===== config.mk =====
export PLATFORM = sky130hd
export DESIGN_NAME = reset_boot_mode_select
export DESIGN_NICKNAME = d
export VERILOG_FILES = /design/src/rtl/boot_sel_pkg.sv /design/src/rtl/pin_sync2.sv /design/src/rtl/reset_boot_mode_select.sv
export SDC_FILE = /design/constraint.sdc
export NUM_CORES = 1
export LEC_CHECK = 0
export ABC_AREA = 1
export BUFFER_PORTS_ARGS = -buffer_cell sky130_fd_sc_hd__buf_2
export CAP_MARGIN = 20
export CORE_MARGIN = 1.5
export CORE_UTILIZATION = 34
export CTS_CLUSTER_DIAMETER = 30
export DETAILED_ROUTE_END_ITERATION = 6
export PLACE_DENSITY = 0.61
export SKIP_CTS_REPAIR_TIMING = 1
export SYNTH_ARGS = -nofsm -noshare
export SYNTH_HDL_FRONTEND = slang
export SYNTH_SLANG_ARGS = --single-unit

===== constraint.sdc =====
create_clock -name mclk -period 2.15 [get_ports mclk]
set_clock_uncertainty 0.15 [all_clocks]
set_input_delay 0.215 -clock mclk [delete_from_list [all_inputs] [get_ports mclk]]
set_output_delay 0.215 -clock mclk [all_outputs]
set_load 0.005 [all_outputs]

===== src/rtl/boot_sel_pkg.sv =====
package boot_sel_pkg;

    // Boot-select code layout
    localparam int          BOOT_CODE_W       = 3;
    localparam int          BOOT_PIN_HIGH_BIT = 2;
    localparam logic [2:0]  CODE_NO_BOOT      = 3'h0;
    localparam logic [2:0]  CODE_SER_MASTER   = 3'h1;
    localparam logic [2:0]  CODE_SER_SLAVE    = 3'h2;
    localparam logic [2:0]  CODE_UART_SLAVE   = 3'h3;
    localparam logic [2:0]  CODE_RESERVED_A   = 3'h4;
    localparam logic [2:0]  CODE_RESERVED_B   = 3'h5;
    localparam logic [2:0]  CODE_LINK_SLAVE   = 3'h6;

    // Reset value of the boot-mode field in the reset configuration
    localparam logic [2:0]  BOOT_FIELD_RESET  = 3'h0;

    // PLL lock time and its cycle count at the 50 MHz mclk
    localparam int          MCLK_PERIOD_NS    = 20;
    localparam int          PLL_LOCK_TIME_NS  = 40960;
    localparam int          PLL_LOCK_CYCLES   =
        (PLL_LOCK_TIME_NS + MCLK_PERIOD_NS - 1) / MCLK_PERIOD_NS;

    // Core arrangement
    localparam int          NUM_CORES_DEFAULT = 3;
    localparam int          BOOT_CORE_DEFAULT = 0;

    // Decoded boot modes
    typedef enum logic [2:0]
    {
        MODE_NO_BOOT,
        MODE_SER_MASTER,
        MODE_SER_SLAVE,
        MODE_UART_SLAVE,
        MODE_RESERVED,
        MODE_LINK_SLAVE
    } boot_mode_type;

    // Enables toward the boot interfaces
    typedef struct packed
    {
        logic ser_master_fetch;
        logic ser_slave_accept;
        logic uart_slave_accept;
        logic link_slave_accept;
    } boot_port_type;

    // Code to mode; link boot needs the third pin to be bonded out
    function automatic boot_mode_type decode_mode(input logic [2:0] code,
                                                  input logic       third_pin);
        boot_mode_type m;
        m = MODE_RESERVED;
        unique case (code)
            CODE_NO_BOOT:     m = MODE_NO_BOOT;
            CODE_SER_MASTER:  m = MODE_SER_MASTER;
            CODE_SER_SLAVE:   m = MODE_SER_SLAVE;
            CODE_UART_SLAVE:  m = MODE_UART_SLAVE;
            CODE_LINK_SLAVE:  m = third_pin ? MODE_LINK_SLAVE : MODE_RESERVED;
            default:          m = MODE_RESERVED;
        endcase
        return m;
    endfunction

    // Port enables that belong to a mode
    function automatic boot_port_type mode_ports(input boot_mode_type m);
        boot_port_type p;
        p = '0;
        p.ser_master_fetch  = (m == MODE_SER_MASTER);
        p.ser_slave_accept  = (m == MODE_SER_SLAVE);
        p.uart_slave_accept = (m == MODE_UART_SLAVE);
        p.link_slave_accept = (m == MODE_LINK_SLAVE);
        return p;
    endfunction

endpackage


===== src/rtl/pin_sync2.sv =====
`timescale 1ns/1ps
`default_nettype none

module pin_sync2
#(
    parameter int WIDTH = 1
)
(
    input  wire logic             mclk,
    input  wire logic             reset_n,
    input  wire logic [WIDTH-1:0] async_in,
    output var  logic [WIDTH-1:0] sync_out
);

    logic [WIDTH-1:0] stage1_r;

    initial
    begin
        if (WIDTH < 1)
            $error("pin_sync2 needs WIDTH of at least one");
    end

    // First stage feeds only the second stage
    always_ff @(posedge mclk or negedge reset_n)
    begin
        if (!reset_n)
        begin
            stage1_r <= '0;
            sync_out <= '0;
        end
        else
        begin
            stage1_r <= async_in;
            sync_out <= stage1_r;
        end
    end

endmodule // pin_sync2

`default_nettype wire


===== src/rtl/reset_boot_mode_select.sv =====
// Behaviour
// - Boot-select pins are captured at every power-on and software reset and pick the mode.
// - The captured code is held in the boot-mode field of the reset configuration.
// - Code 000 loads nothing and code 001 boots as master from serial memory on SPI two.
// - Code 010 boots as slave on SPI two and code 011 as slave on UART zero.
// - Codes 100 and 101 select no boot source and code 110 boots as slave on link zero.
// - In master mode the device starts the transfers and fetches the image itself.
// - In slave mode the device only accepts the image that the host drives in.
// - One chosen core runs the boot load while all other cores wait.
// - The rising edge of the hardware reset input starts the PLL lock counter.
// - Link zero slave boot exists only on the variant that bonds out the third pin.
`timescale 1ns/1ps
`default_nettype none

module reset_boot_mode_select
    import boot_sel_pkg::*;
#(
    parameter int NUM_CORES       = NUM_CORES_DEFAULT,
    parameter int BOOT_CORE       = BOOT_CORE_DEFAULT,
    parameter int LOCK_CYCLES     = PLL_LOCK_CYCLES,
    parameter bit THIRD_PIN_BONDED = 1'b1
)
(
    input  wire logic                   mclk,
    input  wire logic                   reset_n,
    input  wire logic                   hardware_reset_input,
    input  wire logic [BOOT_CODE_W-1:0] boot_select_pins,
    input  wire logic                   soft_reset_req,
    input  wire logic                   boot_load_done,
    output var  logic [BOOT_CODE_W-1:0] boot_code_r,
    output var  boot_mode_type          boot_mode_r,
    output var  boot_port_type          boot_port_r,
    output var  logic                   boot_active_r,
    output var  logic                   pll_lock_start_r,
    output var  logic                   pll_locked_r,
    output var  logic [NUM_CORES-1:0]   core_run_r
);

    localparam int CNT_W = $clog2(LOCK_CYCLES + 1);
    localparam logic [CNT_W-1:0] LOCK_LAST = CNT_W'(LOCK_CYCLES - 1);
    localparam logic [CNT_W-1:0] LOCK_FULL = CNT_W'(LOCK_CYCLES);

    typedef enum logic [2:0]
    {
        ST_HELD,
        ST_LOCK,
        ST_SAMPLE,
        ST_LOAD,
        ST_RUN
    } seq_state_type;

    seq_state_type          state_r;
    seq_state_type          state_nxt;
    logic [BOOT_CODE_W:0]   pins_sync;
    logic                   hw_rst_sync;
    logic [BOOT_CODE_W-1:0] code_sync;
    logic                   hw_rst_q_r;
    logic                   hw_rise;
    logic [CNT_W-1:0]       pll_cnt_r;
    logic [BOOT_CODE_W-1:0] code_seen;
    boot_mode_type          load_mode;
    logic [CNT_W-1:0]       lock_seen_r;

    initial
    begin
        if (NUM_CORES < 1 || BOOT_CORE < 0 || BOOT_CORE >= NUM_CORES)
            $error("BOOT_CORE must name one of the NUM_CORES cores");
        if (LOCK_CYCLES < 1)
            $error("LOCK_CYCLES must be at least one");
    end

    // Pins come from outside the clock domain, so both pass two flops
    pin_sync2
    #(
        .WIDTH    (BOOT_CODE_W + 1)
    )
    u_pin_sync
    (
        .mclk     (mclk),
        .reset_n  (reset_n),
        .async_in ({hardware_reset_input, boot_select_pins}),
        .sync_out (pins_sync)
    );

    assign hw_rst_sync = pins_sync[BOOT_CODE_W];
    assign code_sync   = pins_sync[BOOT_CODE_W-1:0];

    // Without the third pin its input reads low, so 110 cannot be reached
    assign code_seen = THIRD_PIN_BONDED ? code_sync
                     : {1'b0, code_sync[BOOT_PIN_HIGH_BIT-1:0]};

    // Edge detect on the synchronised hardware reset level
    always_ff @(posedge mclk or negedge reset_n)
    begin
        if (!reset_n)
            hw_rst_q_r <= 1'b0;
        else
            hw_rst_q_r <= hw_rst_sync;
    end

    assign hw_rise = hw_rst_sync && !hw_rst_q_r;

    // Sequencer: hold, lock, sample, load, run
    always_comb
    begin
        state_nxt = state_r;
        unique case (state_r)
            ST_HELD:
                if (hw_rise)
                    state_nxt = ST_LOCK;
            ST_LOCK:
                if (pll_cnt_r == LOCK_LAST)
                    state_nxt = ST_SAMPLE;
            ST_SAMPLE:
                state_nxt = ST_LOAD;
            ST_LOAD:
                if (soft_reset_req)
                    state_nxt = ST_SAMPLE;
                else if (boot_load_done || boot_mode_r == MODE_NO_BOOT
                         || boot_mode_r == MODE_RESERVED)
                    state_nxt = ST_RUN;
            ST_RUN:
                if (soft_reset_req)
                    state_nxt = ST_SAMPLE;
        endcase
        // Dropping the hardware reset sends the sequencer back to hold from any state
        if (!hw_rst_sync)
            state_nxt = ST_HELD;
    end

    always_ff @(posedge mclk or negedge reset_n)
    begin
        if (!reset_n)
            state_r <= ST_HELD;
        else
            state_r <= state_nxt;
    end

    // PLL lock counter starts on the rising hardware reset edge
    always_ff @(posedge mclk or negedge reset_n)
    begin
        if (!reset_n)
            pll_cnt_r <= '0;
        else if (state_r == ST_LOCK)
            pll_cnt_r <= pll_cnt_r + CNT_W'(1);
        else
            pll_cnt_r <= '0;
    end

    // One-cycle start pulse and lock level for the clock unit
    always_ff @(posedge mclk or negedge reset_n)
    begin
        if (!reset_n)
        begin
            pll_lock_start_r <= 1'b0;
            pll_locked_r     <= 1'b0;
        end
        else
        begin
            pll_lock_start_r <= (state_r == ST_HELD) && hw_rise;
            if (!hw_rst_sync)
                pll_locked_r <= 1'b0;
            else if (state_r == ST_LOCK && pll_cnt_r == LOCK_LAST)
                pll_locked_r <= 1'b1;
        end
    end

    // Capture happens only in the sample state; pins are ignored otherwise
    always_ff @(posedge mclk or negedge reset_n)
    begin
        if (!reset_n)
        begin
            boot_code_r <= BOOT_FIELD_RESET;
            boot_mode_r <= MODE_NO_BOOT;
        end
        else if (state_r == ST_SAMPLE)
        begin
            boot_code_r <= code_seen;
            boot_mode_r <= decode_mode(code_seen, THIRD_PIN_BONDED);
        end
    end

    // The mode being captured drives the enables from the first load cycle,
    // so a stale mode from an earlier boot never opens an interface
    assign load_mode = (state_r == ST_SAMPLE) ? decode_mode(code_seen, THIRD_PIN_BONDED)
                                              : boot_mode_r;

    // Interface enables live only while the boot core is loading
    always_ff @(posedge mclk or negedge reset_n)
    begin
        if (!reset_n)
        begin
            boot_port_r   <= '0;
            boot_active_r <= 1'b0;
        end
        else if (state_nxt == ST_LOAD)
        begin
            boot_port_r   <= mode_ports(load_mode);
            boot_active_r <= 1'b1;
        end
        else
        begin
            boot_port_r   <= '0;
            boot_active_r <= 1'b0;
        end
    end

    // Boot core runs from load onward; the others wait for the run state
    always_ff @(posedge mclk or negedge reset_n)
    begin
        if (!reset_n)
            core_run_r <= '0;
        else
        begin
            for (int i = 0; i < NUM_CORES; i++)
            begin
                if (i == BOOT_CORE)
                    core_run_r[i] <= (state_nxt == ST_LOAD) || (state_nxt == ST_RUN);
                else
                    core_run_r[i] <= (state_nxt == ST_RUN);
            end
        end
    end

    // The reset source keeps hardware reset low until supplies are valid;
    // nothing here can check that, so lock time is counted only from release.

    // Lock-state cycles counted apart from the sequencer, for the lock-time check
    always_ff @(posedge mclk or negedge reset_n)
    begin
        if (!reset_n)
            lock_seen_r <= '0;
        else if (state_r == ST_LOCK)
            lock_seen_r <= lock_seen_r + CNT_W'(1);
        else
            lock_seen_r <= '0;
    end
endmodule // reset_boot_mode_select

`default_nettype wire


==> summary.txt, run 1 <==
Run status
  – Status: completed

Floorplanning
  – Starting density of the core: 36.28%
  – Die H: 74.93 um
  – Die W: 74.93 um
  – Rows: 25
  – Core area: 0.004848 mm^2
  – IO Pins: 24
  – Die area: 0.005615 mm^2

Route
  – DRT iter0 DRCs: 68
  – DRT Pass-1 Iters: 4
  – Via count: 1307
  – Post-route ant nets: 0
  – # DRC: 0
  – Via density: about 4.4
  – Routed length per instance: 11.10 um
  – Wirelength, routed: 3263 um

Logic synthesis
  – Post-synth top area cell: dfrtp_1
  – Synth Cell Area: 0.001759 mm^2
  – Commonest cells in the netlist: 40 x nand2_1, 39 x dfrtp_1, 24 x inv_1
  – Largest cells by area after synthesis: dfrtp_1 55%, nand2_1 8.5%, inv_1 5.1%
  – Post-synth ARST share: 100.0%
  – Synth Area per Inst: 9.068 um^2
  – FF+latch count, synth: 39
  – Share of the synthesized area in the top cell type: 55.48%
  – Sequential element share of the synthesized area: ~55%
  – Synth warn: 0
  – Synth cell types: 26
  – Most common cell in the netlist: nand2_1
  – Cells after Synth: 194
  – Most used DFF post-synth: dfrtp_1
  – Syn Nets: approximately 200
  – EDFF count, synth: 0

Pwr
  – Max IR drop VDD: 0.5528 mV
  – Pleak: 1.068 nW
  – Pwr dens: 1042 mW/mm^2

Run
  – Max cap viols: 0

Finish
  – Final Cell Area: 0.002091 mm^2
  – Share of cells above drive strength 1: 26.43%
  – Post-layout util: 43.12%
  – Fillers: around 480
  – Nets: 235
  – Antenna cells: 0
  – Area grow syn2layout: 18.85%

STA
  – RSZ-0062 raised after global routing: no
  – Slew Limit Fails: 0
  – Worst Tran Pin Value: 0.4812 ns
  – Final min period: 1.767 ns
  – Hold_ws: 0.2028 ns
  – Relative slew margins: approximately two thirds
  – Final Hold Vio Count: 0
  – Max Clock Freq: 565.8 MHz
  – Final TNS setup: 0 ns
  – Tcrit/Tclk final: a little over 80%
  – Final setup viols: 0

Global route
  – Initial antenna violation count: 0
  – Global Route Usage Sum: 13.75%
  – GRT overflow: 0
  – Largest net degree at the start of global routing: 40
  – Number of global-route vias before repair: 1263
  – First-pass GRT wire length: 5713 um

Critical path
  – Crit path kind: reg -> reg
  – Crit-path max FO: 5
  – WP data required: roughly 2.2 ns
  – Crit path DAT: 1.80 ns
  – Critical Path Source Type: flop
  – Crit. End Element: flop

CTS
  – TritonCTS Sinks: 39
  – H-tree level count: 2
  – CTS Buffer Depth: 2
  – Root Driver: clkbuf_8
  – Clk Latency, worst-skew pair: 0.29 ns
  – Clock transition at the registers of the reported paths: 0.08 ns
  – CTS Buf Count: 5
  – CTS tree: yes

Place
  – Placed Area: 0.001928 mm^2
  – Final Wtd Congestion: 0.8371
  – IO buf count: 23
  – Hpwl dp: 2381 um

Worst hold path
  – Worst min path class: reg -> reg
## stage by stage
stage | total power, W | instances | worst slack (ns)
global placement | 0.001584 | 281 | 0.4184
finish | 0.002178 | 294 | 0.3826
CTS | 0.002199 | 289 | 0.3685
floorplan | 0.001431 | 194 | 0.6198
detailed placement | 0.001592 | 281 | 0.3970
global route | 0.002344 | 294 | 0.1200
## flip-flops by register name, summed over array words and instances, names as in the netlist
signal / cells
pll_cnt_r: 12
boot_port_r: 4
u_pin_sync.stage1_r: 4
u_pin_sync.sync_out: 4
boot_code_r: 3
boot_mode_r: 3
state_r: 3
core_run_r: 2
boot_active_r: 1
hw_rst_q_r: 1
pll_lock_start_r: 1
pll_locked_r: 1
## worst max-delay path: stages (launching register included)
cell and delay (ns):
dfrtp_1 0.37, ha_1 0.18, nand2_1 0.10, nor2_2 0.19, nand2_1 0.10, nor2_1 0.10, nand2_1 0.10, nand2_1 0.12
nand2_1 0.06, nand3_1 0.12, nand2_1 0.07
## layer usage
metal / vias up / track usage [%] / share of wire (%) / routed length [um]
met4: 0 / 7.273 / 2.8 / 90
li1: 675 / - / - / -
met5: - / 0 / 0 / 0
met3: 7 / 3.079 / 4.4 / 143
met2: 26 / 20.85 / 45 / 1461
met1: 599 / 18.43 / 48 / 1567
## final cells by class
class / instances / area (um^2) / share of cell area, %
Timing Repair Buffer: 29 / 172.7 / 8.259
Inverter: 29 / 111.4 / 5.326
Multi-Input combinational cell: 122 / 634.4 / 30.34
Tap cell: 67 / 83.83 / 4.010
Sequential cell: 39 / 975.9 / 46.68
Clock buffer: 5 / 68.82 / 3.291
Clock inverter: 3 / 43.79 / 2.095
## final timing paths
check                           depth (start not counted)                     end                    from  slack, ns
worst max-delay path                                   10           core_run_r[0]            pll_cnt_r[0]       0.38
worst min-delay path                                    0  u_pin_sync.sync_out[2]  u_pin_sync.stage1_r[2]       0.20
worst max register to register                         10           core_run_r[0]            pll_cnt_r[0]       0.38
worst min register to register                          0  u_pin_sync.sync_out[2]  u_pin_sync.stage1_r[2]       0.20
max in group asynchronous                               3           core_run_r[0]                 reset_n       1.15
min in group asynchronous                               3            pll_cnt_r[7]                 reset_n       0.36
## cell usage in the layout, fill, tap and decap left out
master,Yosys,final
nand3_2,4,4
dfrtp_1,39,39
clkinv_4,0,1
nor4_1,1,1
inv_1,24,24
nand4_1,1,1
nand2_2,6,6
and3_1,2,2
o31ai_1,1,1
nor2_4,1,1
dlygate4sd3_1,0,5
nand3_1,11,11
inv_2,4,4
nor2_1,16,16
buf_4,2,1
o21a_1,1,1
a21oi_1,8,8
ha_1,1,1
buf_2,0,23
nand3b_1,1,1
a21oi_2,4,4
nand2_1,40,40
nand3_4,1,1
nor3_1,8,8
bufinv_16,0,1
o21ai_0,7,7
inv_4,1,1
nor2_2,7,7
xor2_1,1,1
clkinv_2,0,1
clkbuf_8,0,5
## kinds of logic after synthesis
family	synth area share, %
AO/OA/AOI/OAI	7.112
buffers and inverters	8.464
AND/OR/NAND/NOR	27.74
adder cells (fa/ha/maj)	0.7111
flip-flops	55.48
XOR/XNOR	0.4980
## power breakdown
part	leakage (nW)	switching (W)	internal [W]
clock	0.0581	0.000256	0.000345
combinational	0.498	0.000410	0.000239
sequential	0.512	0.0000904	0.000837
No activity file was read; power rests on OpenSTA's default activity.
==> run 2: changes to the inputs <==
==> constraint.sdc (replaced) <==
create_clock -name mclk -period 1.7 [get_ports mclk]
set_clock_uncertainty 0.15 [all_clocks]
set_input_delay 0.17 -clock mclk [delete_from_list [all_inputs] [get_ports mclk]]
set_output_delay 0.17 -clock mclk [all_outputs]
set_load 0.005 [all_outputs]
==> summary.txt, run 2 (synthesis results as in run 1) <==
Run status
  – Status: completed

Route
  – Via density: 4.479 (+0.74%)
  – DRT iter0 DRCs: 61 (-10%)
  – Via count: 1366 (+4.5%)
  – # DRC: 0 (unchanged)
  – Routed length per instance: 11.39 um (+2.7%)
  – DRT Pass-1 Iters: 4 (unchanged)
  – Post-route ant nets: 0 (unchanged)
  – Wirelength, routed: 3475 um (+6.5%)

Finish
  – Most frequent cells in the layout: 37 x dfrtp_1, 35 x nand2_1, 24 x inv_1
  – Area grow syn2layout: 28.16%
  – Commonest non-fill, non-tap cell in the layout: dfrtp_1
  – Antenna cells: 0 (unchanged)
  – Final Non-Filler Cells: 305 (+3.7%)
  – Top reg by flops: pll_cnt_r
  – Largest register FFs: 12 (unchanged)
  – Share of cells above drive strength 1: 35.71% (+9.3 points)
  – Nets: 246 (+4.7%)

Worst hold path
  – Worst Min Path Start: soft_reset_req
  – Hold EP: state_r[1]
  – Worst min path class: in -> reg
  – Worst Hold Depth: 5 (+5)

Floorplanning
  – Rows: 25 (unchanged)
  – Die W: 74.93 um (unchanged)
  – IO Pins: 24 (unchanged)
  – Die area: 0.005615 mm^2 (unchanged)
  – Starting density of the core: 36.28% (unchanged)
  – Die H: 74.93 um (unchanged)
  – Core area: 0.004848 mm^2 (unchanged)

Global route
  – Initial antenna violation count: 0 (unchanged)
  – GRT overflow: 0 (unchanged)
  – First-pass GRT wire length: 5630 um (-1.5%)
  – Number of global-route vias before repair: 1246 (-1.3%)
  – Largest net degree at the start of global routing: 22 (-45%)
  – Global Route Usage Sum: 13.68% (-0.067 points)

STA
  – Max Clock Freq: 607.7 MHz (+7.4%)
  – Worst Tran Pin Value: 0.4770 ns (-0.004196 ns)
  – Final setup viols: 0 (unchanged)
  – Hold_ws: 0.1834 ns (-0.01941 ns)
  – Tcrit/Tclk final: 96.79% (+15 points)
  – Final min period: 1.645 ns (-0.1220 ns)
  – Relative slew margins: 68.20% (+0.28 points)
  – Slew Limit Fails: 0 (unchanged)
  – RSZ-0062 raised after global routing: yes
  – Final Hold Vio Count: 0 (unchanged)

Critical path
  – Delay of the slowest critical-path stage: 0.39 ns (+0.02 ns)
  – Crit. End Element: flop
  – Delay-heaviest family, CP: simple AND/OR/NAND/NOR gates
  – Crit-path max FO: 4 (-1)
  – CP most frequent cell: nand2_2
  – Reg2reg setup slack: 0.05 ns (-0.33 ns)
  – Crit path DAT: 1.71 ns (-0.09 ns)
  – Worst r2r path cells: 9 (-1)
  – Worst r2r src: pll_cnt_r[0]
  – Critical Path Source Type: flop
  – Worst path cell trace: ha_4, nand2_4, nor2_4, nand2_2, nor2_2, nand2_2, nand2_2, nand3_4, nor3_4
  – Crit path kind: reg -> reg
  – Buf/Inv on CP: 0 (unchanged)
  – R2R Path End: boot_port_r[2]
  – Slowest CP cell: dfrtp_1
  – WP data required: 1.77 ns (-0.41 ns)

Pwr
  – Pint: 0.001911 W (+34%)
  – Total Power Consumption: 0.002951 W (+35%)
  – Clock power frac: 25.8% (-1.8 points)
  – Net Sw Frac: 35.24% (+0.52 points)
  – Pwr dens: 1309 mW/mm^2 (+26%)
  – Net Sw Power: 0.001040 W (+38%)
  – Sequential power share: 39.7% (-2.9 points)
  – Combinational power share: 34.5% (+4.7 points)
  – Max IR drop VDD: 0.7771 mV (+41%)
  – Pleak: 1.151 nW (+7.7%)

Run
  – Max cap viols: 0 (unchanged)

Place
  – IO buf count: 23 (unchanged)
  – Placed Cells: 291 (+3.6%)
  – Hpwl dp: 2493 um (+4.7%)
  – Final Wtd Congestion: 0.7888 (-5.8%)

CTS
  – TritonCTS Sinks: 39 (unchanged)
  – H-tree level count: 2 (unchanged)
  – Clock transition at the registers of the reported paths: 0.08 ns (about the same)
  – CTS tree: yes
  – Root Driver: clkbuf_8
  – CTS Buf Count: 5 (unchanged)
  – Clk Latency, worst-skew pair: 0.29 ns (about the same)
  – CTS Buffer Depth: 2 (unchanged)
-- run 2: changes by cell type in the layout (fill, tap and decap cells not counted), sizes merged --
cell / delta
buf: +11
-- run 2: tightest hold or removal path, cell delays in order --
cell and delay [ns]:
buf_2 0.09, nand3_1 0.06, nand2_1 0.07, nor2_2 0.05, a21oi_2 0.13
-- run 2: final cells by class --
cell class                      count  area (um^2)
Multi-Input combinational cell    122        713.2
Clock buffer                        5        68.82
Timing Repair Buffer               40        255.2
Inverter                           29        111.4
Fill cell                         454         2594
Tap cell                           67        83.83
Sequential cell                    39        978.4
Clock inverter                      3        43.79
-- run 2: worst max path at each step --
stage                       from        endpoint  slack, ns  cells after the start
floorplan           pll_cnt_r[0]   core_run_r[0]       0.17                     10
CTS                 pll_cnt_r[0]  boot_port_r[1]      -0.04                      9
global route        pll_cnt_r[1]  boot_port_r[2]      -0.06                      9
detailed placement  pll_cnt_r[0]  boot_port_r[1]      0.001                      9
global placement    pll_cnt_r[0]  boot_port_r[0]      0.007                      9
finish              pll_cnt_r[0]  boot_port_r[2]       0.05                      9
-- run 2: metrics by stage --
stage / setup WS [ns] / instance area [um^2] / utilization (%) / setup TNS, ns
2_1_floorplan: 0.1698 / 1759 / - / 0
3_3_place_gp: 0.007112 / 2003 / 41.32 / 0
3_5_place_dp: 0.001090 / 2003 / 41.32 / 0
4_1_cts: -0.04121 / 2116 / 43.64 / -0.08717
5_1_grt: -0.06180 / 2255 / 46.50 / -0.2016
6_report: 0.05453 / 2255 / 46.50 / 0
-- run 2: per-layer routing --
layer | part of all wire (%) | wire, um | vias to the layer above | global-route usage, %
li1 | - | - | 695 | -
met1 | 46 | 1609 | 633 | 18.45
met2 | 46 | 1615 | 33 | 19.76
met3 | 5.4 | 187 | 5 | 4.150
met4 | 1.8 | 62 | 0 | 7.273
met5 | 0 | 0 | - | 0
-- run 2: power groups by stage --
stage	clock network, W	registers (W)	logic, W
floorplan	0	0.00115	0.000661
global placement	0	0.00118	0.000926
detailed placement	0	0.00118	0.000924
CTS	0.000787	0.00116	0.000928
global route	0.000833	0.00119	0.00116
finish	0.000762	0.00117	0.00102
==> run 3: changes to the inputs <==
--- a/config.mk
+++ b/config.mk
@@ -6,14 +6,16 @@
 export NUM_CORES = 1
 export LEC_CHECK = 0
 export ABC_AREA = 1
-export BUFFER_PORTS_ARGS = -buffer_cell sky130_fd_sc_hd__buf_2
 export CAP_MARGIN = 20
 export CORE_MARGIN = 1.5
 export CORE_UTILIZATION = 34
 export CTS_CLUSTER_DIAMETER = 30
 export DETAILED_ROUTE_END_ITERATION = 6
-export PLACE_DENSITY = 0.61
+export DONT_BUFFER_PORTS = 1
+export PLACE_DENSITY = 0.57
+export SETUP_SLACK_MARGIN = 0.2
 export SKIP_CTS_REPAIR_TIMING = 1
+export SLEW_MARGIN = 20
 export SYNTH_ARGS = -nofsm -noshare
 export SYNTH_HDL_FRONTEND = slang
 export SYNTH_SLANG_ARGS = --single-unit
==> summary.txt, run 3 (synthesis results as in run 1) <==
Place
  – Dpl ws: -0.01368 ns (-0.01477 ns)
  – Hpwl dp: 2306 um (-7.5%)
  – IO buf count: 0 (-100%)
  – Final Wtd Congestion: 0.8115 (+2.9%)
  – Placed Area: 0.001881 mm^2 (-6.1%)

Global route
  – Number of global-route vias before repair: 1199 (-3.8%)
  – Initial antenna violation count: 0 (unchanged)
  – Largest net degree at the start of global routing: 40 (+82%)
  – Global Route Usage Sum: 13.37% (-0.31 points)
  – GRT overflow: 0 (unchanged)
  – First-pass GRT wire length: 5568 um (-1.1%)

Pwr
  – Max IR drop VDD: 0.5086 mV (-35%)
  – Pleak: 1.066 nW (-7.4%)
  – Pwr dens: 1376 mW/mm^2 (+5.1%)
  – Total Power Consumption: 0.003085 W (+4.5%)

Finish
  – Antenna cells: 0 (unchanged)
  – Nets: 224 (-8.9%)
  – Final Cell Area: 0.002242 mm^2 (-0.55%)
  – Multi-input combinational cell area: 752.0 um^2 (+5.4%)
  – Fillers: 460 (+1.3%)
  – Register area: 978.4 um^2 (unchanged)
  – Top reg by flops: pll_cnt_r
  – Area grow syn2layout: 27.45%
  – Largest register FFs: 12 (unchanged)
  – Most frequent cells in the layout: 37 x dfrtp_1, 32 x nand2_1, 23 x inv_1
  – Commonest non-fill, non-tap cell in the layout: dfrtp_1
  – Share of cells above drive strength 1: 35.19% (-0.53 points)

STA
  – Hold_ws: 0.1436 ns (-0.03982 ns)
  – Final setup viols: 1 (+1)
  – Final min period: 1.703 ns (+0.05731 ns)
  – Final Hold Vio Count: 0 (unchanged)
  – RSZ-0062 raised after global routing: yes
  – Tcrit/Tclk final: 100.2% (+3.4 points)
  – Max Clock Freq: 587.3 MHz (-3.4%)
  – Slew Limit Fails: 0 (unchanged)
  – Worst Tran Pin Value: 0.2653 ns (-0.2117 ns)
  – Final TNS setup: -0.002777 ns (-0.002777 ns)
  – Setup ws final: -0.002777 ns (-0.05731 ns)
  – Relative slew margins: 82.16% (+14 points)

Route
  – # DRC: 0 (unchanged)
  – Routed length per instance: 12.21 um (+7.2%)
  – Via density: 4.569 (+2.0%)
  – DRT iter0 DRCs: 68 (+11%)
  – DRT Pass-1 Iters: 4 (unchanged)
  – Wirelength, routed: 3455 um (-0.58%)
  – Via count: 1293 (-5.3%)
  – Post-route ant nets: 0 (unchanged)

CTS
  – CTS tree: yes
  – TritonCTS Sinks: 39 (unchanged)
  – Root Driver: clkbuf_8
  – CTS Buffer Depth: 2 (unchanged)
  – CTS Buf Count: 5 (unchanged)
  – Clock transition at the registers of the reported paths: 0.08 ns (about the same)
  – Clk Latency, worst-skew pair: 0.29 ns (about the same)
  – H-tree level count: 2 (unchanged)

Critical path
  – Crit path DAT: 1.77 ns (+0.06 ns)
  – Crit path kind: reg -> reg
  – Worst r2r src: pll_cnt_r[0]
  – Reg2reg setup slack: -0.003 ns (-0.06 ns)
  – Worst r2r path cells: 9 (unchanged)
  – WP data required: 1.77 ns (about the same)
  – Crit. End Element: flop
  – Critical Path Source Type: flop
  – R2R Path End: boot_port_r[1]
  – Crit-path max FO: 4 (unchanged)

Floorplanning
  – IO Pins: 24 (unchanged)
  – Die W: 74.93 um (unchanged)
  – Core area: 0.004848 mm^2 (unchanged)
  – Die area: 0.005615 mm^2 (unchanged)
  – Starting density of the core: 36.28% (unchanged)
  – Rows: 25 (unchanged)
  – Die H: 74.93 um (unchanged)

Worst hold path
  – Worst Hold Depth: 5 (unchanged)
  – Worst Min Path Start: soft_reset_req
  – Hold EP: state_r[0]
  – Worst min path class: in -> reg

Run status
  – Failing checks: setup timing
  – Status: finished with violations

Run
  – Max cap viols: 0 (unchanged)
-- run 3: cell count changes in the layout (fill, tap and decap cells not counted), sizes merged --
cell,previous run,this run
buf,35,13
bufinv,1,2
clkinv,2,0
clkinvlp,0,1
-- run 3: through the flow --
stage / cells / utilization (%)
floorplan: 194 / -
global placement: 264 / 38.79
detailed placement: 264 / 38.79
CTS: 272 / 41.60
global route: 283 / 46.25
finish: 283 / 46.25
-- run 3: worst max-delay path: stages, from the launching register on --
cell	delay [ns]
dfrtp_1	0.37
ha_2	0.23
nand2_4	0.07
nor2_4	0.13
nand2_2	0.08
nor2_2	0.13
nand2_2	0.10
nand2_4	0.09
nand3_4	0.11
nor3_4	0.18
-- run 3: how the worst max path moves through the flow --
| stage | start | endpoint | slack, ns | cells past startpoint |
|---|---|---|---|---|
| 2_1_floorplan | pll_cnt_r[0] | core_run_r[0] | 0.20 | 10 |
| 3_3_place_gp | pll_cnt_r[0] | boot_port_r[0] | 0.04 | 9 |
| 3_5_place_dp | pll_cnt_r[0] | boot_port_r[2] | -0.01 | 9 |
| 4_1_cts | pll_cnt_r[0] | boot_port_r[2] | -0.05 | 9 |
| 5_1_grt | pll_cnt_r[0] | boot_port_r[1] | -0.1 | 9 |
| 6_report | pll_cnt_r[0] | boot_port_r[1] | -0.003 | 9 |
-- run 3: cell type report --
class	count	share of cell area, %
Clock buffer	5	3.069
Clock inverter	3	3.013
Inverter	29	4.967
Multi-Input combinational cell	122	33.54
Sequential cell	39	43.64
Tap cell	67	3.739
Timing Repair Buffer	18	8.036
-- run 3: metal layers --
layer / wire length (um) / GRT usage (%) / up-vias
met1: 1582 / 17.61 / 614
met4: 60 / 5.455 / 0
met2: 1652 / 20.35 / 20
met5: 0 / 0 / -
li1: - / - / 653
met3: 159 / 4.418 / 6
-- run 3: report_power, final --
part | internal [W] | leakage (nW) | switching (W)
registers | 0.00106 | 0.509 | 0.000123
clock network | 0.000585 | 0.0644 | 0.000337
logic | 0.000370 | 0.492 | 0.000605
